### config.mk
export PLATFORM = sky130hd
export DESIGN_NAME = scsd_clock_ctrl
export DESIGN_NICKNAME = d
export VERILOG_FILES = /design/src/design/scsd_clock_ctrl.v
export VERILOG_INCLUDE_DIRS = /design/src /design/src/design
export SDC_FILE = /design/constraint.sdc
export NUM_CORES = 1
export LEC_CHECK = 0
export BUFFER_PORTS_ARGS = -buffer_cell sky130_fd_sc_hd__buf_4
export CORE_MARGIN = 1
export CORE_UTILIZATION = 49
export CTS_CLUSTER_DIAMETER = 200
export DETAILED_ROUTE_END_ITERATION = 16
export HOLD_SLACK_MARGIN = 0.02
export PLACE_DENSITY = 0.81
export SYNTH_ARGS = -nofsm -noshare
export SYNTH_HDL_FRONTEND = slang
export SYNTH_SLANG_ARGS = --single-unit
### constraint.sdc
create_clock -name pclk -period 2.5 [get_ports pclk]
set_input_delay 0.125 -clock pclk [delete_from_list [all_inputs] [get_ports pclk]]
set_output_delay 0.125 -clock pclk [all_outputs]
set_load 0.03 [all_outputs]
### src/design/scsd_defs.vh
// Constants for the system clock select and divide block.
// Assumes inclusion by bare name from the design file.
`ifndef SCSD_DEFS_VH
`define SCSD_DEFS_VH

// ----------------------------------------
// Register indices, byte address = 4 * index
// ----------------------------------------
`define SCSD_IDX_HF_TRIM      8'hc7
`define SCSD_IDX_LF_CTRL      8'hb1
`define SCSD_IDX_CLK_SEL      8'ha9
`define SCSD_ADDR_W           12

// ----------------------------------------
// Field positions
// ----------------------------------------
`define SCSD_LF_EN_BIT        7
`define SCSD_LF_RDY_BIT       6
`define SCSD_LF_TRIM_HI       5
`define SCSD_LF_TRIM_LO       2
`define SCSD_LF_DIV_HI        1
`define SCSD_LF_DIV_LO        0
`define SCSD_SYS_DIV_HI       6
`define SCSD_SYS_DIV_LO       4
`define SCSD_SRC_HI           1
`define SCSD_SRC_LO           0

// ----------------------------------------
// Source select codes
// ----------------------------------------
`define SCSD_SRC_HF           2'h0
`define SCSD_SRC_EXT          2'h1
`define SCSD_SRC_LF           2'h2

// ----------------------------------------
// Reset values
// ----------------------------------------
`define SCSD_RST_SYS_DIV      3'h3
`define SCSD_RST_SRC          2'h0
`define SCSD_RST_LF_DIV       2'h0
`define SCSD_RST_LF_TRIM      4'h0
`define SCSD_RST_HF_TRIM      8'h00

// ----------------------------------------
// Timing
// ----------------------------------------
`define SCSD_PCLK_HZ          100000000
`define SCSD_HF_HZ            24500000
`define SCSD_LF_HZ            80000
// Base periods in pclk cycles, shortest period rounds down
`define SCSD_HF_BASE_CYC      (`SCSD_PCLK_HZ / `SCSD_HF_HZ)
`define SCSD_LF_BASE_CYC      (`SCSD_PCLK_HZ / `SCSD_LF_HZ)
`define SCSD_LF_TRIM_STEP     16
`define SCSD_OSC_CNT_W        12

`endif

### src/design/scsd_clock_ctrl.v
// System clock source selection, post-divider and low-frequency oscillator
// control, modelled as one-cycle enable pulses on pclk.
// Assumes an APB master on pclk; external clock pin is asynchronous.
//
// Notes on behaviour
// - Three sources: HF 24.5MHz, LF 80kHz, pin.
// - Selected source post-divided by power of two.
// - Reset gives HF divided by eight.
// - HF runs whenever anyone requests it.
// - HF period follows 8-bit factory trim.
// - LF output divided by 1, 2, 4, 8.
// - LF trim field coarsely adjusts frequency.
// - LF rising edge captures timer three count.
// - Pin clock feeds peripherals under internal sources.
// - Pin clock resynchronised when not system source.
// - Pin is system source only for 01b.
// - Switching on the fly to settled sources.
// - Divider field may change any time.
// - Internal oscillators usable right after enabling.
// - Divider code 000..111 gives 1..128.
// - LF code 00..11 gives 8,4,2,1.
// - Watchdog activity forces LF on.
// - LF ready clears on reset or divider change.
//
// Decided for this implementation: the address map and register access over APB.
`timescale 1ns/1ps
`default_nettype none
`include "scsd_defs.vh"

module scsd_clock_ctrl #(
    parameter [7:0] HF_TRIM_FACTORY = `SCSD_RST_HF_TRIM,
    parameter [3:0] LF_TRIM_RESET   = `SCSD_RST_LF_TRIM
) (
    // APB slave
    input  wire                     pclk,
    input  wire                     presetn,
    input  wire                     psel,
    input  wire                     penable,
    input  wire                     pwrite,
    input  wire [`SCSD_ADDR_W-1:0]  paddr,
    input  wire [31:0]              pwdata,
    output reg  [31:0]              prdata,
    output reg                      pready,
    output reg                      pslverr,
    // External clock pin and consumers
    input  wire                     external_clock_pin,
    input  wire                     hf_request,
    input  wire                     watchdog_active,
    // Timer three capture hook
    input  wire                     lf_capture_mode,
    input  wire [15:0]              timer_three_count,
    output reg  [15:0]              timer_three_reload,
    output reg                      timer_three_capture,
    // Clock outputs
    output reg                      system_clock,
    output reg                      ext_periph_tick,
    output reg                      hf_running,
    output reg                      lf_running
);

    // ----------------------------------------
    // Decode functions
    // ----------------------------------------
    function [6:0] sys_div_last;
        input [2:0] code;
        begin
            sys_div_last = (7'h01 << code) - 7'h01;
        end
    endfunction

    function [2:0] lf_div_last;
        input [1:0] code;
        begin
            case (code)
                2'h0:    lf_div_last = 3'h7;
                2'h1:    lf_div_last = 3'h3;
                2'h2:    lf_div_last = 3'h1;
                default: lf_div_last = 3'h0;
            endcase
        end
    endfunction

    // Reserved code 11 behaves as the HF source
    function is_hf_code;
        input [1:0] code;
        begin
            is_hf_code = (code != `SCSD_SRC_EXT) && (code != `SCSD_SRC_LF);
        end
    endfunction

    function [`SCSD_ADDR_W-1:0] reg_addr;
        input [7:0] idx;
        begin
            reg_addr = {2'h0, idx, 2'h0};
        end
    endfunction

    // ----------------------------------------
    // Registers
    // ----------------------------------------
    reg [7:0] hf_trim_r;
    reg       lf_en_r;
    reg       lf_rdy_r;
    reg [3:0] lf_trim_r;
    reg [1:0] lf_div_r;
    reg [2:0] sys_div_r;
    reg [1:0] src_r;

    wire apb_acc  = psel & penable & pready;
    wire apb_wr   = apb_acc & pwrite;
    wire hit_hf   = (paddr == reg_addr(`SCSD_IDX_HF_TRIM));
    wire hit_lf   = (paddr == reg_addr(`SCSD_IDX_LF_CTRL));
    wire hit_sel  = (paddr == reg_addr(`SCSD_IDX_CLK_SEL));
    wire wr_lf    = apb_wr & hit_lf;
    wire lf_div_chg = wr_lf &
        (pwdata[`SCSD_LF_DIV_HI:`SCSD_LF_DIV_LO] != lf_div_r);

    reg [7:0] rd_nxt;
    always @* begin
        rd_nxt = 8'h00;
        if (hit_hf) begin
            rd_nxt = hf_trim_r;
        end else if (hit_lf) begin
            rd_nxt = {lf_en_r, lf_rdy_r, lf_trim_r, lf_div_r};
        end else if (hit_sel) begin
            rd_nxt = {1'b0, sys_div_r, 2'h0, src_r};
        end
    end

    // Two-cycle access phase keeps prdata straight from a flop
    always @(posedge pclk or negedge presetn) begin
        if (!presetn) begin
            pready  <= 1'b0;
            pslverr <= 1'b0;
            prdata  <= 32'h0000_0000;
        end else begin
            pready  <= psel & penable & ~pready;
            pslverr <= psel & penable & ~pready & ~(hit_hf | hit_lf | hit_sel);
            if (psel & penable & ~pready & ~pwrite) begin
                prdata <= {24'h00_0000, rd_nxt};
            end
        end
    end

    always @(posedge pclk or negedge presetn) begin
        if (!presetn) begin
            hf_trim_r <= HF_TRIM_FACTORY;
            lf_en_r   <= 1'b0;
            lf_trim_r <= LF_TRIM_RESET;
            lf_div_r  <= `SCSD_RST_LF_DIV;
            sys_div_r <= `SCSD_RST_SYS_DIV;
            src_r     <= `SCSD_RST_SRC;
        end else if (apb_wr) begin
            if (hit_hf) begin
                hf_trim_r <= pwdata[7:0];
            end else if (hit_lf) begin
                lf_en_r   <= pwdata[`SCSD_LF_EN_BIT];
                lf_trim_r <= pwdata[`SCSD_LF_TRIM_HI:`SCSD_LF_TRIM_LO];
                lf_div_r  <= pwdata[`SCSD_LF_DIV_HI:`SCSD_LF_DIV_LO];
            end else if (hit_sel) begin
                // Accepted at any time; takes hold at next boundary
                sys_div_r <= pwdata[`SCSD_SYS_DIV_HI:`SCSD_SYS_DIV_LO];
                src_r     <= pwdata[`SCSD_SRC_HI:`SCSD_SRC_LO];
            end
        end
    end

    // ----------------------------------------
    // High-frequency oscillator model
    // ----------------------------------------
    // Period in pclk cycles grows with trim; no start-up wait
    reg  [1:0]                 src_act_r;
    reg  [`SCSD_OSC_CNT_W-1:0] hf_cnt_r;
    reg                        hf_tick;
    // Code 11 runs from HF too, so it must keep HF alive
    wire                       hf_on = hf_request | is_hf_code(src_r) |
                                       is_hf_code(src_act_r);
    // Full-width sum, cut on purpose; the period never needs 12 bits
    wire [31:0]                hf_last_w =
        `SCSD_HF_BASE_CYC - 1 + {24'h00_0000, hf_trim_r};
    wire [`SCSD_OSC_CNT_W-1:0] hf_last = hf_last_w[`SCSD_OSC_CNT_W-1:0];

    always @(posedge pclk or negedge presetn) begin
        if (!presetn) begin
            hf_cnt_r <= {`SCSD_OSC_CNT_W{1'b0}};
            hf_tick  <= 1'b0;
        end else if (!hf_on) begin
            hf_cnt_r <= {`SCSD_OSC_CNT_W{1'b0}};
            hf_tick  <= 1'b0;
        end else if (hf_cnt_r >= hf_last) begin
            hf_cnt_r <= {`SCSD_OSC_CNT_W{1'b0}};
            hf_tick  <= 1'b1;
        end else begin
            hf_cnt_r <= hf_cnt_r + 1'b1;
            hf_tick  <= 1'b0;
        end
    end

    // ----------------------------------------
    // Low-frequency oscillator model and divider
    // ----------------------------------------
    wire lf_on = lf_en_r | watchdog_active;
    reg  [`SCSD_OSC_CNT_W-1:0] lf_cnt_r;
    reg  [2:0]                 lf_div_cnt_r;
    reg                        lf_tick;
    // Trim lengthens the period in coarse steps
    wire [31:0]                lf_last_w = `SCSD_LF_BASE_CYC - 1 +
        {28'h000_0000, lf_trim_r} * `SCSD_LF_TRIM_STEP;
    wire [`SCSD_OSC_CNT_W-1:0] lf_last = lf_last_w[`SCSD_OSC_CNT_W-1:0];

    always @(posedge pclk or negedge presetn) begin
        if (!presetn) begin
            lf_cnt_r     <= {`SCSD_OSC_CNT_W{1'b0}};
            lf_div_cnt_r <= 3'h0;
            lf_tick      <= 1'b0;
            lf_rdy_r     <= 1'b0;
        end else begin
            lf_tick <= 1'b0;
            if (!lf_on) begin
                lf_cnt_r <= {`SCSD_OSC_CNT_W{1'b0}};
                // Stopped oscillator restarts its divided phase
                lf_div_cnt_r <= 3'h0;
            end else if (lf_cnt_r >= lf_last) begin
                lf_cnt_r <= {`SCSD_OSC_CNT_W{1'b0}};
                if (lf_div_cnt_r >= lf_div_last(lf_div_r)) begin
                    lf_div_cnt_r <= 3'h0;
                    lf_tick      <= 1'b1;
                end else begin
                    lf_div_cnt_r <= lf_div_cnt_r + 3'h1;
                end
            end else begin
                lf_cnt_r <= lf_cnt_r + 1'b1;
            end
            // Divider change restarts the divided phase
            if (lf_div_chg) begin
                lf_div_cnt_r <= 3'h0;
                lf_rdy_r     <= 1'b0;
            end else if (lf_tick) begin
                // Sticky once the divided output has run one period
                lf_rdy_r <= 1'b1;
            end
        end
    end

    // ----------------------------------------
    // Timer three capture hook
    // ----------------------------------------
    always @(posedge pclk or negedge presetn) begin
        if (!presetn) begin
            timer_three_reload  <= 16'h0000;
            timer_three_capture <= 1'b0;
        end else begin
            timer_three_capture <= lf_capture_mode & lf_tick;
            if (lf_capture_mode & lf_tick) begin
                timer_three_reload <= timer_three_count;
            end
        end
    end

    // ----------------------------------------
    // External clock pin
    // ----------------------------------------
    reg ext_s1_r;
    reg ext_s2_r;
    reg ext_s3_r;
    wire ext_tick = ext_s2_r & ~ext_s3_r;

    always @(posedge pclk or negedge presetn) begin
        if (!presetn) begin
            ext_s1_r        <= 1'b0;
            ext_s2_r        <= 1'b0;
            ext_s3_r        <= 1'b0;
            ext_periph_tick <= 1'b0;
        end else begin
            ext_s1_r        <= external_clock_pin;
            ext_s2_r        <= ext_s1_r;
            ext_s3_r        <= ext_s2_r;
            // Available to peripherals whatever the system source
            ext_periph_tick <= ext_tick;
        end
    end

    // ----------------------------------------
    // Source multiplexer and post-divider
    // ----------------------------------------
    // Selection and ratio only change after a whole divided period, so no
    // shortened phase appears. A dead source stalls the switch for good.
    // The first tick of a new source only aligns the divider.
    reg [2:0] div_act_r;
    reg [6:0] sys_cnt_r;
    reg       src_tick;
    reg       align_r;

    always @* begin
        case (src_act_r)
            `SCSD_SRC_EXT: src_tick = ext_tick;
            `SCSD_SRC_LF:  src_tick = lf_tick;
            default:       src_tick = hf_tick;
        endcase
    end

    always @(posedge pclk or negedge presetn) begin
        if (!presetn) begin
            src_act_r    <= `SCSD_RST_SRC;
            div_act_r    <= `SCSD_RST_SYS_DIV;
            sys_cnt_r    <= 7'h00;
            align_r      <= 1'b0;
            system_clock <= 1'b0;
        end else begin
            system_clock <= 1'b0;
            if (src_tick) begin
                if (align_r) begin
                    // New source may tick right after the switch pulse
                    align_r      <= 1'b0;
                end else if (sys_cnt_r >= sys_div_last(div_act_r)) begin
                    sys_cnt_r    <= 7'h00;
                    system_clock <= 1'b1;
                    src_act_r    <= src_r;
                    div_act_r    <= sys_div_r;
                    align_r      <= (src_r != src_act_r);
                end else begin
                    sys_cnt_r <= sys_cnt_r + 7'h01;
                end
            end
        end
    end

    // ----------------------------------------
    // Oscillator status outputs
    // ----------------------------------------
    always @(posedge pclk or negedge presetn) begin
        if (!presetn) begin
            hf_running <= 1'b0;
            lf_running <= 1'b0;
        end else begin
            hf_running <= hf_on;
            lf_running <= lf_on;
        end
    end

endmodule
`default_nettype wire

==> flow_summary.json, run 1 <==
{
  "cts_made_buffers": 9,
  "clk_latency_ns": 0.37,
  "htreeDepth": 3,
  "vdd_drop_max_mv": 0.370,
  "maxCapViolCount": 0,
  "async_reset_ff_frac": 1.00,
  "firstDrtPassIters": 5,
  "port_buffers": 75,
  "end_kind": "flop",
  "drc_errors": 0,
  "r2r_start": "lf_trim_r[2]",
  "grt_max_degree": 50,
  "cts_tree": "done",
  "powerDensity_mw_per_mm2": 474,
  "min_path_type": "in2reg",
  "fin_crit_sh": 0.958,
  "drv_slew": 0,
  "dp_hpwl_um": 7640,
  "clock_tree.root_cell": "clkbuf_8",
  "syn_to_final_growth_pct": 22.6,
  "design.die.area_mm2": 0.0107,
  "grt_pass1_wl_um": 16400,
  "finalPower_mw": 2.92,
  "whs_ns": 0.0475,
  "ys_ff_latch": 97,
  "initial_utilization": 0.510,
  "worstReg2RegEnd": "lf_div_cnt_r[0]",
  "whs_path_depth": 2,
  "clk_pin_slew_worst_paths_ns": 0.11,
  "grt_util_all_layers": 0.200,
  "final-hold-violation-count": 0,
  "syn_inst": 464,
  "rsz0062_at_grt": "yes",
  "antenna_found_initial": 0,
  "grt_pass1_vias": 3592,
  "ys_types": 55,
  "reg2reg_slack_ns": 0.10,
  "grt_overflow": 0,
  "cts.sinks": 97,
  "synth_flop_cell": "dfrtp_1",
  "min_from": "pwdata[0]",
  "synth_area_mm2": 0.00503,
  "crit_fanout": 5,
  "pre_cts_ws_ns": -0.0212,
  "fin_util": 0.625,
  "die_x_um": 103,
  "holdPathEnd": "src_r[0]",
  "ff2ff_path_depth": 10,
  "syn_avg_cell_area_um2": 10.8,
  "io_pins": 124,
  "fin_ws_ns": 0.104,
  "diodes": 0,
  "routedWlPerCell_um": 14.5,
  "finalClockSkew_ns": 0.0137,
  "drt_iter0_markers": 137,
  "p_leak_nw": 3.05,
  "worst-setup-path-type": "reg2reg",
  "wirelength_um": 10400,
  "routed_via_density": 5.23,
  "ys_seq_area_frac": 0.484,
  "ys_warn_count": 0,
  "die_h_um": 103,
  "start_kind": "flop",
  "num-nets-final": 679,
  "place.gp.congestion": 0.849,
  "design.core.area_mm2": 0.00986,
  "vias": 3733,
  "worstPathRequired_ns": 2.79,
  "relSlewSlack": 0.515,
  "num_rows": 36,
  "tightest_slew_ns": 0.721,
  "drive_gt1_frac": 0.243,
  "fin_crit_ns": 2.40,
  "status": "complete, no violations",
  "fmax_mhz": 417,
  "setup_viol": 0,
  "ant_nets": 0,
  "critPathArrivalTime_ns": 2.68,
  "post_cts_buffers": 0,
  "synth-edff-count": 0,
  "clockBufferDepth": 2
}
-- cells by family after synthesis --
group                    count (synthesis)  share of synthesized area
AO/OA/AOI/OAI                           68                     0.0918
XOR/XNOR                                28                     0.0488
adder cells (fa/ha/maj)                 34                     0.0846
buffers and inverters                   52                     0.0570
flip-flops                              97                      0.484
multiplexers                            37                     0.0829
other                                    1                   0.000746
AND/OR/NAND/NOR                        147                      0.151
-- final cells by class --
| type | instances | area (um^2) |
|---|---|---|
| flip-flops and latches | 97 | 2430 |
| inverters | 21 | 78.8 |
| multi-input cells | 341 | 2430 |
| clock buffers | 9 | 124 |
| fillers | 773 | 3700 |
| repair buffers | 106 | 871 |
| clock inverters | 7 | 66.3 |
| well taps | 133 | 166 |
-- critical path, cell delays in order, from the launching register on --
cell and delay (ns):
dfrtp_1 0.39, inv_1 0.07, ha_2 0.18, xnor2_1 0.12
ha_1 0.32, nand2_1 0.07, o22a_1 0.22, a31o_2 0.25
buf_4 0.15, or3_1 0.35, a211oi_2 0.19
-- power breakdown --
part / internal, mW / total, mW / leakage (nW) / switching [mW]
Clock: 0.390 / 1.00 / 0.0986 / 0.609
Sequential: 1.60 / 1.61 / 1.27 / 0.0199
Combinational: 0.127 / 0.310 / 1.69 / 0.183
-- per-stage QoR --
step | setup TNS, ns | cells | instance area, um^2
2_1_floorplan | 0 | 490 | 5130
3_3_place_gp | 0 | 673 | 5710
3_5_place_dp | -0.0971 | 673 | 5710
4_1_cts | 0 | 714 | 6150
5_1_grt | -0.0112 | 714 | 6160
6_report | 0 | 714 | 6160
-- state kept, by name, summed over array words and instances (netlist names), 3 cells and up --
name / cells
div_act_r: 3
hf_cnt_r: 12
hf_trim_r: 8
lf_cnt_r: 12
lf_div_cnt_r: 3
lf_trim_r: 4
prdata: 8
sys_cnt_r: 7
sys_div_r: 3
timer_three_reload: 16
-- timing repair --
item                                    4_1_cts  5_1_grt
endpoints found under the setup margin       10       11
resized for setup                             1        3
hold buffers                                 25        0
endpoints found under the hold margin        76        0
pin swaps                                     0        2
-- cells in the final DEF, fill, tap and decap left out, types with 3 or more instances in the layout --
master and n:
nand3_1 14, a21oi_1 8, conb_1 27, o21ai_0 17, nor2_1 49, and3_1 9, a31oi_1 3, nor2b_1 6
a2bb2oi_1 3, a211oi_1 3, xnor2_1 10, a22oi_1 3, nand2_1 30, o21ai_1 6, dfstp_2 4, or3_1 4
a221oi_1 3, ha_1 33, buf_4 80, clkbuf_8 9, dlygate4sd3_1 25, inv_6 3, a21o_1 3, xor2_1 18
and3b_1 4, nand4_1 6, nor3_1 4, nand3b_1 5, a22o_1 4, mux2_1 7, mux2_2 30, dfrtp_1 93
inv_1 21
-- synthesized netlist by cell type, types with 3 or more instances --
cell	n	share of area
nand4_1	6	0.0075
a31oi_1	3	0.0037
mux2_1	7	0.016
nand3b_1	5	0.0075
or3_1	4	0.0050
mux2_2	30	0.067
nor2b_1	6	0.0075
a2bb2oi_1	3	0.0052
o21ai_1	7	0.0070
a221oi_1	3	0.0052
nor2_1	49	0.037
a22o_1	4	0.0070
o21ai_0	17	0.017
a21oi_1	8	0.0080
nor3_1	4	0.0040
and3b_1	4	0.0070
nand3_1	14	0.014
dfrtp_1	93	0.46
xor2_1	18	0.031
and3_1	9	0.011
a21o_1	3	0.0045
ha_1	34	0.085
clkbuf_1	5	0.0037
dfstp_2	4	0.021
buf_4	24	0.036
a22oi_1	3	0.0045
a211oi_1	4	0.0060
nand2_1	30	0.022
xnor2_1	10	0.017
inv_1	21	0.016
-- per-layer routing --
metal,track usage,wire (um)
met1,0.249,4640
met2,0.358,5180
met5,0,0
met4,0.0574,143
met3,0.0309,419
-- worst max-delay path by stage --
stage	slack [ns]	cells after the start	to	startpoint
after global placement	0.07	10	hf_cnt_r[9]	hf_trim_r[1]
after floorplan	0.15	9	lf_div_cnt_r[2]	lf_trim_r[1]
after detailed placement	-0.02	10	hf_cnt_r[4]	hf_trim_r[1]
after CTS	0.05	10	lf_div_cnt_r[0]	lf_trim_r[2]
final	0.10	10	lf_div_cnt_r[0]	lf_trim_r[2]
after global routing	-0.01	10	lf_div_cnt_r[0]	lf_trim_r[2]
(Power assumes the default switching activity.)
==> inputs of run 2 (changes only) <==
--- a/config.mk
+++ b/config.mk
@@ -6,13 +6,14 @@
 export SDC_FILE = /design/constraint.sdc
 export NUM_CORES = 1
 export LEC_CHECK = 0
-export BUFFER_PORTS_ARGS = -buffer_cell sky130_fd_sc_hd__buf_4
+export BUFFER_PORTS_ARGS = -buffer_cell sky130_fd_sc_hd__buf_2
 export CORE_MARGIN = 1
-export CORE_UTILIZATION = 49
+export CORE_UTILIZATION = 50
+export CTS_BUF_LIST = sky130_fd_sc_hd__clkbuf_4
 export CTS_CLUSTER_DIAMETER = 200
 export DETAILED_ROUTE_END_ITERATION = 16
 export HOLD_SLACK_MARGIN = 0.02
-export PLACE_DENSITY = 0.81
+export PLACE_DENSITY = 0.83
 export SYNTH_ARGS = -nofsm -noshare
 export SYNTH_HDL_FRONTEND = slang
 export SYNTH_SLANG_ARGS = --single-unit
==> run 2 against run 1 <==
Against the previous run:
- die area shrank 2.0%
- clock power shrank 11%
- critical endpoint is now lf_div_cnt_r[2]
- fmax shrank 0.26%
- cell count grew 1.5%
- final area shrank 2.1%
- via count grew 3.8%
- highest routed layer unchanged
- critical path depth shrank 1
- first-iteration DRC count grew 68%
- critical path type unchanged
- sequential share of layout area grew 0.84 points
==> flow_summary.json, run 2 (synthesis results as in run 1) <==
{
  "critPathSlowestCell": "or4b_4",
  "ff2ff_path_depth": 9,
  "routedWlPerCell_um": 14.6,
  "p_leak_nw": 3.03,
  "end_kind": "flop",
  "drive_gt1_frac": 0.253,
  "cts_made_buffers": 9,
  "vias": 3874,
  "initial_utilization": 0.514,
  "fin_crit_ns": 2.40,
  "cp-endpoint": "lf_div_cnt_r[2]",
  "reg2reg_slack_ns": 0.1,
  "grt_max_degree": 73,
  "num-nets-final": 690,
  "r2r_start": "lf_trim_r[2]",
  "drv_slew": 0,
  "design_area_mm2": 0.00604,
  "switching_share": 0.276,
  "port_buffers": 75,
  "antenna_found_initial": 0,
  "placed_area_mm2": 0.00553,
  "grt_pass1_vias": 3861,
  "whs_ns": 0.0860,
  "pwr-share-clk": 0.320,
  "drc_errors": 0,
  "ff_latch_area_mm2": 0.00243,
  "firstDrtPassIters": 5,
  "cts.sinks": 97,
  "setup_viol": 0,
  "critical_path.startpoint": "lf_trim_r[2]",
  "grt_util_all_layers": 0.214,
  "worstPathRequired_ns": 2.88,
  "final_cells": 725,
  "worstReg2RegEnd": "lf_div_cnt_r[2]",
  "regMostFlops": "timer_three_reload",
  "critPathArrivalTime_ns": 2.79,
  "die_x_um": 102,
  "path_buf_inv": 1,
  "die_h_um": 102,
  "max_stage_delay_ns": 0.51,
  "largest_reg_flops": 16,
  "dp_hpwl_um": 7600,
  "min_path_type": "in2reg",
  "p_int_mw": 2.03,
  "clock_tree.root_cell": "clkbuf_4",
  "grt_overflow": 0,
  "maxCapViolCount": 0,
  "p_switching_mw": 0.771,
  "final-hold-violation-count": 0,
  "status": "complete, no violations",
  "htreeDepth": 3,
  "vdd_drop_max_mv": 0.322,
  "powerDensity_mw_per_mm2": 463,
  "crit_path_cell_trace": "inv_2 > ha_2 > xnor2_1 > ha_1 > nand4_1 > o22a_1 > a31o_2 > or4b_4 > a211oi_2",
  "drt_iter0_markers": 230,
  "tightest_slew_ns": 0.890,
  "routed_via_density": 5.34,
  "worst-setup-path-type": "reg2reg",
  "cp_top_family": "simple AND/OR/NAND/NOR gates",
  "pwr-share-seq": 0.577,
  "num_rows": 36,
  "place.gp.congestion": 0.831,
  "cp.depth": 9,
  "clockBufferDepth": 2,
  "cts_tree": "done",
  "final_common_cell": "dfrtp_1",
  "start_kind": "flop",
  "syn_to_final_growth_pct": 20.0,
  "ant_nets": 0,
  "design.core.area_mm2": 0.00977,
  "relSlewSlack": 0.407,
  "place_inst": 676,
  "crit_fanout": 3,
  "clk_latency_ns": 0.46,
  "clk_pin_slew_worst_paths_ns": 0.16,
  "finalClockSkew_ns": 0.0118,
  "top_regs": "timer_three_reload x16, hf_cnt_r x12, lf_cnt_r x12",
  "diodes": 0,
  "nFillCells": 787,
  "final_cell_mix": "dfrtp_1, buf_2, nor2_1, ha_1, dlygate4sd3_1",
  "wirelength_um": 10600,
  "fmax_mhz": 416,
  "design.die.area_mm2": 0.0105,
  "multiInputGateArea_mm2": 0.00243,
  "grt_pass1_wl_um": 17400,
  "p_comb_frac": 0.103,
  "io_pins": 124,
  "fin_crit_sh": 0.961
}
[run 2: cell count changes in the layout (fill, tap and decap cells not counted), sizes merged]
| cell | before | now |
|---|---|---|
| buf | 81 | 86 |
| dlygate4sd3 | 25 | 31 |
| clkinv | 2 | 3 |
| bufinv | 0 | 1 |
| inv | 26 | 24 |
[run 2: routing by layer]
layer	track usage	wire length, um
met4	0.0802	227
met1	0.249	4390
met2	0.387	5470
met5	0	0
met3	0.0431	466
[run 2: worst min-delay path: stages]
cell	delay [ns]
buf_2	0.11
nand2_1	0.08
nor3_1	0.08
nor2_1	0.08
nor2_1	0.05
[run 2: power groups by stage]
stage | Sequential [mW] | Clock (mW) | Combinational, mW
after floorplan | 1.67 | 0 | 0.140
after global placement | 1.64 | 0 | 0.240
after detailed placement | 1.64 | 0 | 0.248
after CTS | 1.61 | 0.914 | 0.286
after global routing | 1.62 | 0.966 | 0.319
final | 1.61 | 0.895 | 0.287
[run 2: through the flow]
step / TNS (ns) / power [mW] / setup WS, ns / util
6_report: 0 / 2.80 / 0.0981 / 0.618
5_1_grt: -0.000179 / 2.90 / -0.000179 / 0.618
3_3_place_gp: 0 / 1.88 / 0.0811 / 0.566
3_5_place_dp: -0.347 / 1.89 / -0.0454 / 0.566
2_1_floorplan: 0 / 1.81 / 0.153 / -
4_1_cts: 0 / 2.82 / 0.0185 / 0.614
[run 2: how the worst min path moves through the flow]
stage                       startpoint  depth (start not counted)         to  slack, ns
finish                            psel                          5  prdata[2]       0.09
global route                      psel                          5  prdata[2]       0.09
CTS                               psel                          5  prdata[2]       0.05
detailed placement  external_clock_pin                          1   ext_s1_r       0.24
global placement    external_clock_pin                          1   ext_s1_r       0.24
floorplan                      presetn                          0    align_r      -0.17
[run 2: cell type report]
cell class | instances | share of cell area
Tap cell | 133 | 0.0276
Inverter | 21 | 0.0131
Clock inverter | 7 | 0.0141
Multi-Input combinational cell | 341 | 0.403
Sequential cell | 97 | 0.403
Timing Repair Buffer | 117 | 0.128
Clock buffer | 9 | 0.0112
[run 2: what timing repair did]
action                     CTS  global route
pin swaps                    0             2
setup endpoints to repair   10            15
hold endpoints to repair   110             0
gates resized for setup      1             7
hold buffers                31             0
setup buffers                0             2
==> inputs of run 3 (changes only) <==
--- a/config.mk
+++ b/config.mk
@@ -6,7 +6,7 @@
 export SDC_FILE = /design/constraint.sdc
 export NUM_CORES = 1
 export LEC_CHECK = 0
-export BUFFER_PORTS_ARGS = -buffer_cell sky130_fd_sc_hd__buf_2
+export BUFFER_PORTS_ARGS = -buffer_cell sky130_fd_sc_hd__clkbuf_2
 export CORE_MARGIN = 1
 export CORE_UTILIZATION = 50
 export CTS_BUF_LIST = sky130_fd_sc_hd__clkbuf_4
==> run 3 against run 2 <==
Against the previous run:
- hold slack improved by 0.020 ns
- clock-buffer cell count is the same
- sequential share of layout area unchanged
- combinational power about the same
- die area did not move
- global-route usage is essentially flat
- sequential power hardly changed
- fmax shrank 1.2%
- final area unchanged
- critical path type unchanged
- critical endpoint unchanged
- largest power group unchanged
==> flow_summary.json, run 3 (synthesis results as in run 1) <==
{
  "worstReg2RegEnd": "lf_div_cnt_r[2]",
  "max_stage_delay_ns": 0.51,
  "grt_util_met2": 0.398,
  "wirelength_um": 10600,
  "drv_slew": 0,
  "crit_path_cell_trace": "inv_1 > ha_2 > ha_1 > nand4_1 > o22a_1 > a31o_4 > or4b_4 > a211oi_2",
  "setup_tns_ns": 0,
  "grt_max_degree": 73,
  "io_pins": 124,
  "grt_busiest_layer": "met2",
  "critPathArrivalTime_ns": 2.81,
  "final_common_cell": "dfrtp_1",
  "clockBufferDepth": 2,
  "antenna_found_initial": 0,
  "critical_path.startpoint": "lf_trim_r[1]",
  "pwr-share-clk": 0.291,
  "routed_via_density": 5.28,
  "place.gp.congestion": 0.834,
  "cp.depth": 8,
  "ff2ff_path_depth": 8,
  "fmax_mhz": 411,
  "status": "complete, no violations",
  "dp_hpwl_um": 7730,
  "num_rows": 36,
  "pwr-share-seq": 0.601,
  "drc_errors": 0,
  "final_cell_mix": "dfrtp_1, clkbuf_2, nor2_1, ha_1, dlygate4sd3_1",
  "ant_nets": 0,
  "fin_crit_ns": 2.43,
  "port_buffers": 75,
  "worst-setup-path-type": "reg2reg",
  "vias": 3833,
  "worstPathRequired_ns": 2.88,
  "cp_top_family": "simple AND/OR/NAND/NOR gates",
  "switching_share": 0.284,
  "die_h_um": 102,
  "finalClockSkew_ns": 0.0179,
  "regMostFlops": "timer_three_reload",
  "largest_reg_flops": 16,
  "htreeDepth": 3,
  "top_regs": "timer_three_reload x16, hf_cnt_r x12, lf_cnt_r x12",
  "p_leak_nw": 3.01,
  "crit_fanout": 2,
  "use_met1": 0.254,
  "end_kind": "flop",
  "placed_area_mm2": 0.00553,
  "fin_crit_sh": 0.972,
  "initial_utilization": 0.514,
  "path_buf_inv": 1,
  "cp-endpoint": "lf_div_cnt_r[2]",
  "drive_gt1_frac": 0.255,
  "cts_tree": "done",
  "design.core.area_mm2": 0.00977,
  "clk_latency_ns": 0.45,
  "clock_tree.root_cell": "clkbuf_4",
  "clk_pin_slew_worst_paths_ns": 0.16,
  "relSlewSlack": 0.414,
  "design.die.area_mm2": 0.0105,
  "grt_pass1_wl_um": 17200,
  "reg2reg_slack_ns": 0.07,
  "routedWlPerCell_um": 14.6,
  "p_comb_frac": 0.108,
  "grt_overflow": 0,
  "die_x_um": 102,
  "pre_cts_ws_ns": -0.0365,
  "drt_iter0_markers": 184,
  "critPathSlowestCell": "or4b_4",
  "setup_viol": 0,
  "powerDensity_mw_per_mm2": 445,
  "diodes": 0,
  "use_met3": 0.0301,
  "cts.sinks": 97,
  "num-nets-final": 691,
  "rsz0062_at_grt": "no",
  "tightest_slew_ns": 0.879,
  "start_kind": "flop",
  "maxCapViolCount": 0,
  "final-hold-violation-count": 0,
  "vdd_drop_max_mv": 0.303,
  "grt_util_all_layers": 0.214,
  "firstDrtPassIters": 4,
  "r2r_start": "lf_trim_r[1]",
  "syn_to_final_growth_pct": 20.0,
  "fin_ws_ns": 0.0696,
  "grt_pass1_vias": 3783,
  "p_switching_mw": 0.764,
  "p_int_mw": 1.92,
  "min_path_type": "in2reg",
  "design_area_mm2": 0.00604,
  "cts_made_buffers": 9
}
run 3: cell types whose count changed in the layout (fill, tap and decap cells not counted), moves of 2 or more:
| cell | delta |
|---|---|
| buf_2 | -74 |
| clkbuf_2 | +74 |
| clkinvlp_4 | +3 |
| clkinv_4 | -2 |
run 3: worst min-delay path by stage:
| stage | startpoint | end | slack (ns) | cells after the start |
|---|---|---|---|---|
| 2_1_floorplan | presetn | align_r | -0.17 | 0 |
| 3_3_place_gp | external_clock_pin | ext_s1_r | 0.24 | 1 |
| 3_5_place_dp | external_clock_pin | ext_s1_r | 0.24 | 1 |
| 4_1_cts | psel | prdata[2] | 0.06 | 5 |
| 5_1_grt | psel | prdata[2] | 0.11 | 5 |
| 6_report | psel | prdata[2] | 0.11 | 5 |
run 3: area by class of cell:
class | count | area, um^2
clock buffer | 9 | 67.6
clock inverter | 7 | 60.1
fill | 786 | 3740
inverter | 21 | 78.8
multi-input combinational | 341 | 2450
sequential | 97 | 2430
tap | 133 | 166
timing repair buffer | 118 | 782
run 3: worst reg2reg max path, stage by stage (launching register included):
cell,delay [ns]
dfrtp_1,0.43
inv_1,0.09
ha_2,0.28
ha_1,0.31
nand4_1,0.11
o22a_1,0.21
a31o_4,0.23
or4b_4,0.51
a211oi_2,0.18
run 3: stage by stage:
| stage | util | hold slack, ns | total power, mW | cells |
|---|---|---|---|---|
| final | 0.618 | 0.106 | 2.69 | 726 |
| after global routing | 0.618 | 0.111 | 2.81 | 726 |
| after CTS | 0.611 | 0.0598 | 2.70 | 723 |
| after detailed placement | 0.566 | 0.243 | 1.89 | 676 |
| after global placement | 0.566 | 0.236 | 1.88 | 676 |
| after floorplan | - | -0.171 | 1.81 | 490 |
run 3: power groups by stage:
stage,logic [mW],registers (mW),clock network [mW]
finish,0.289,1.62,0.782
global route,0.322,1.62,0.866
CTS,0.286,1.62,0.801
detailed placement,0.247,1.64,0
global placement,0.240,1.64,0
floorplan,0.140,1.67,0
run 3: timing repair:
action,CTS,global route
endpoints found under the setup margin,10,15
pin swaps,0,6
gates resized for setup,1,9
cloned,0,0
hold endpoints to repair,110,0
setup buffers,0,3
hold buffers,31,0
run 3: layer usage:
| layer | wire length (um) | share of wire |
|---|---|---|
| met5 | 0 | 0 |
| met4 | 145 | 0.014 |
| met3 | 456 | 0.043 |
| met2 | 5590 | 0.53 |
| met1 | 4410 | 0.42 |
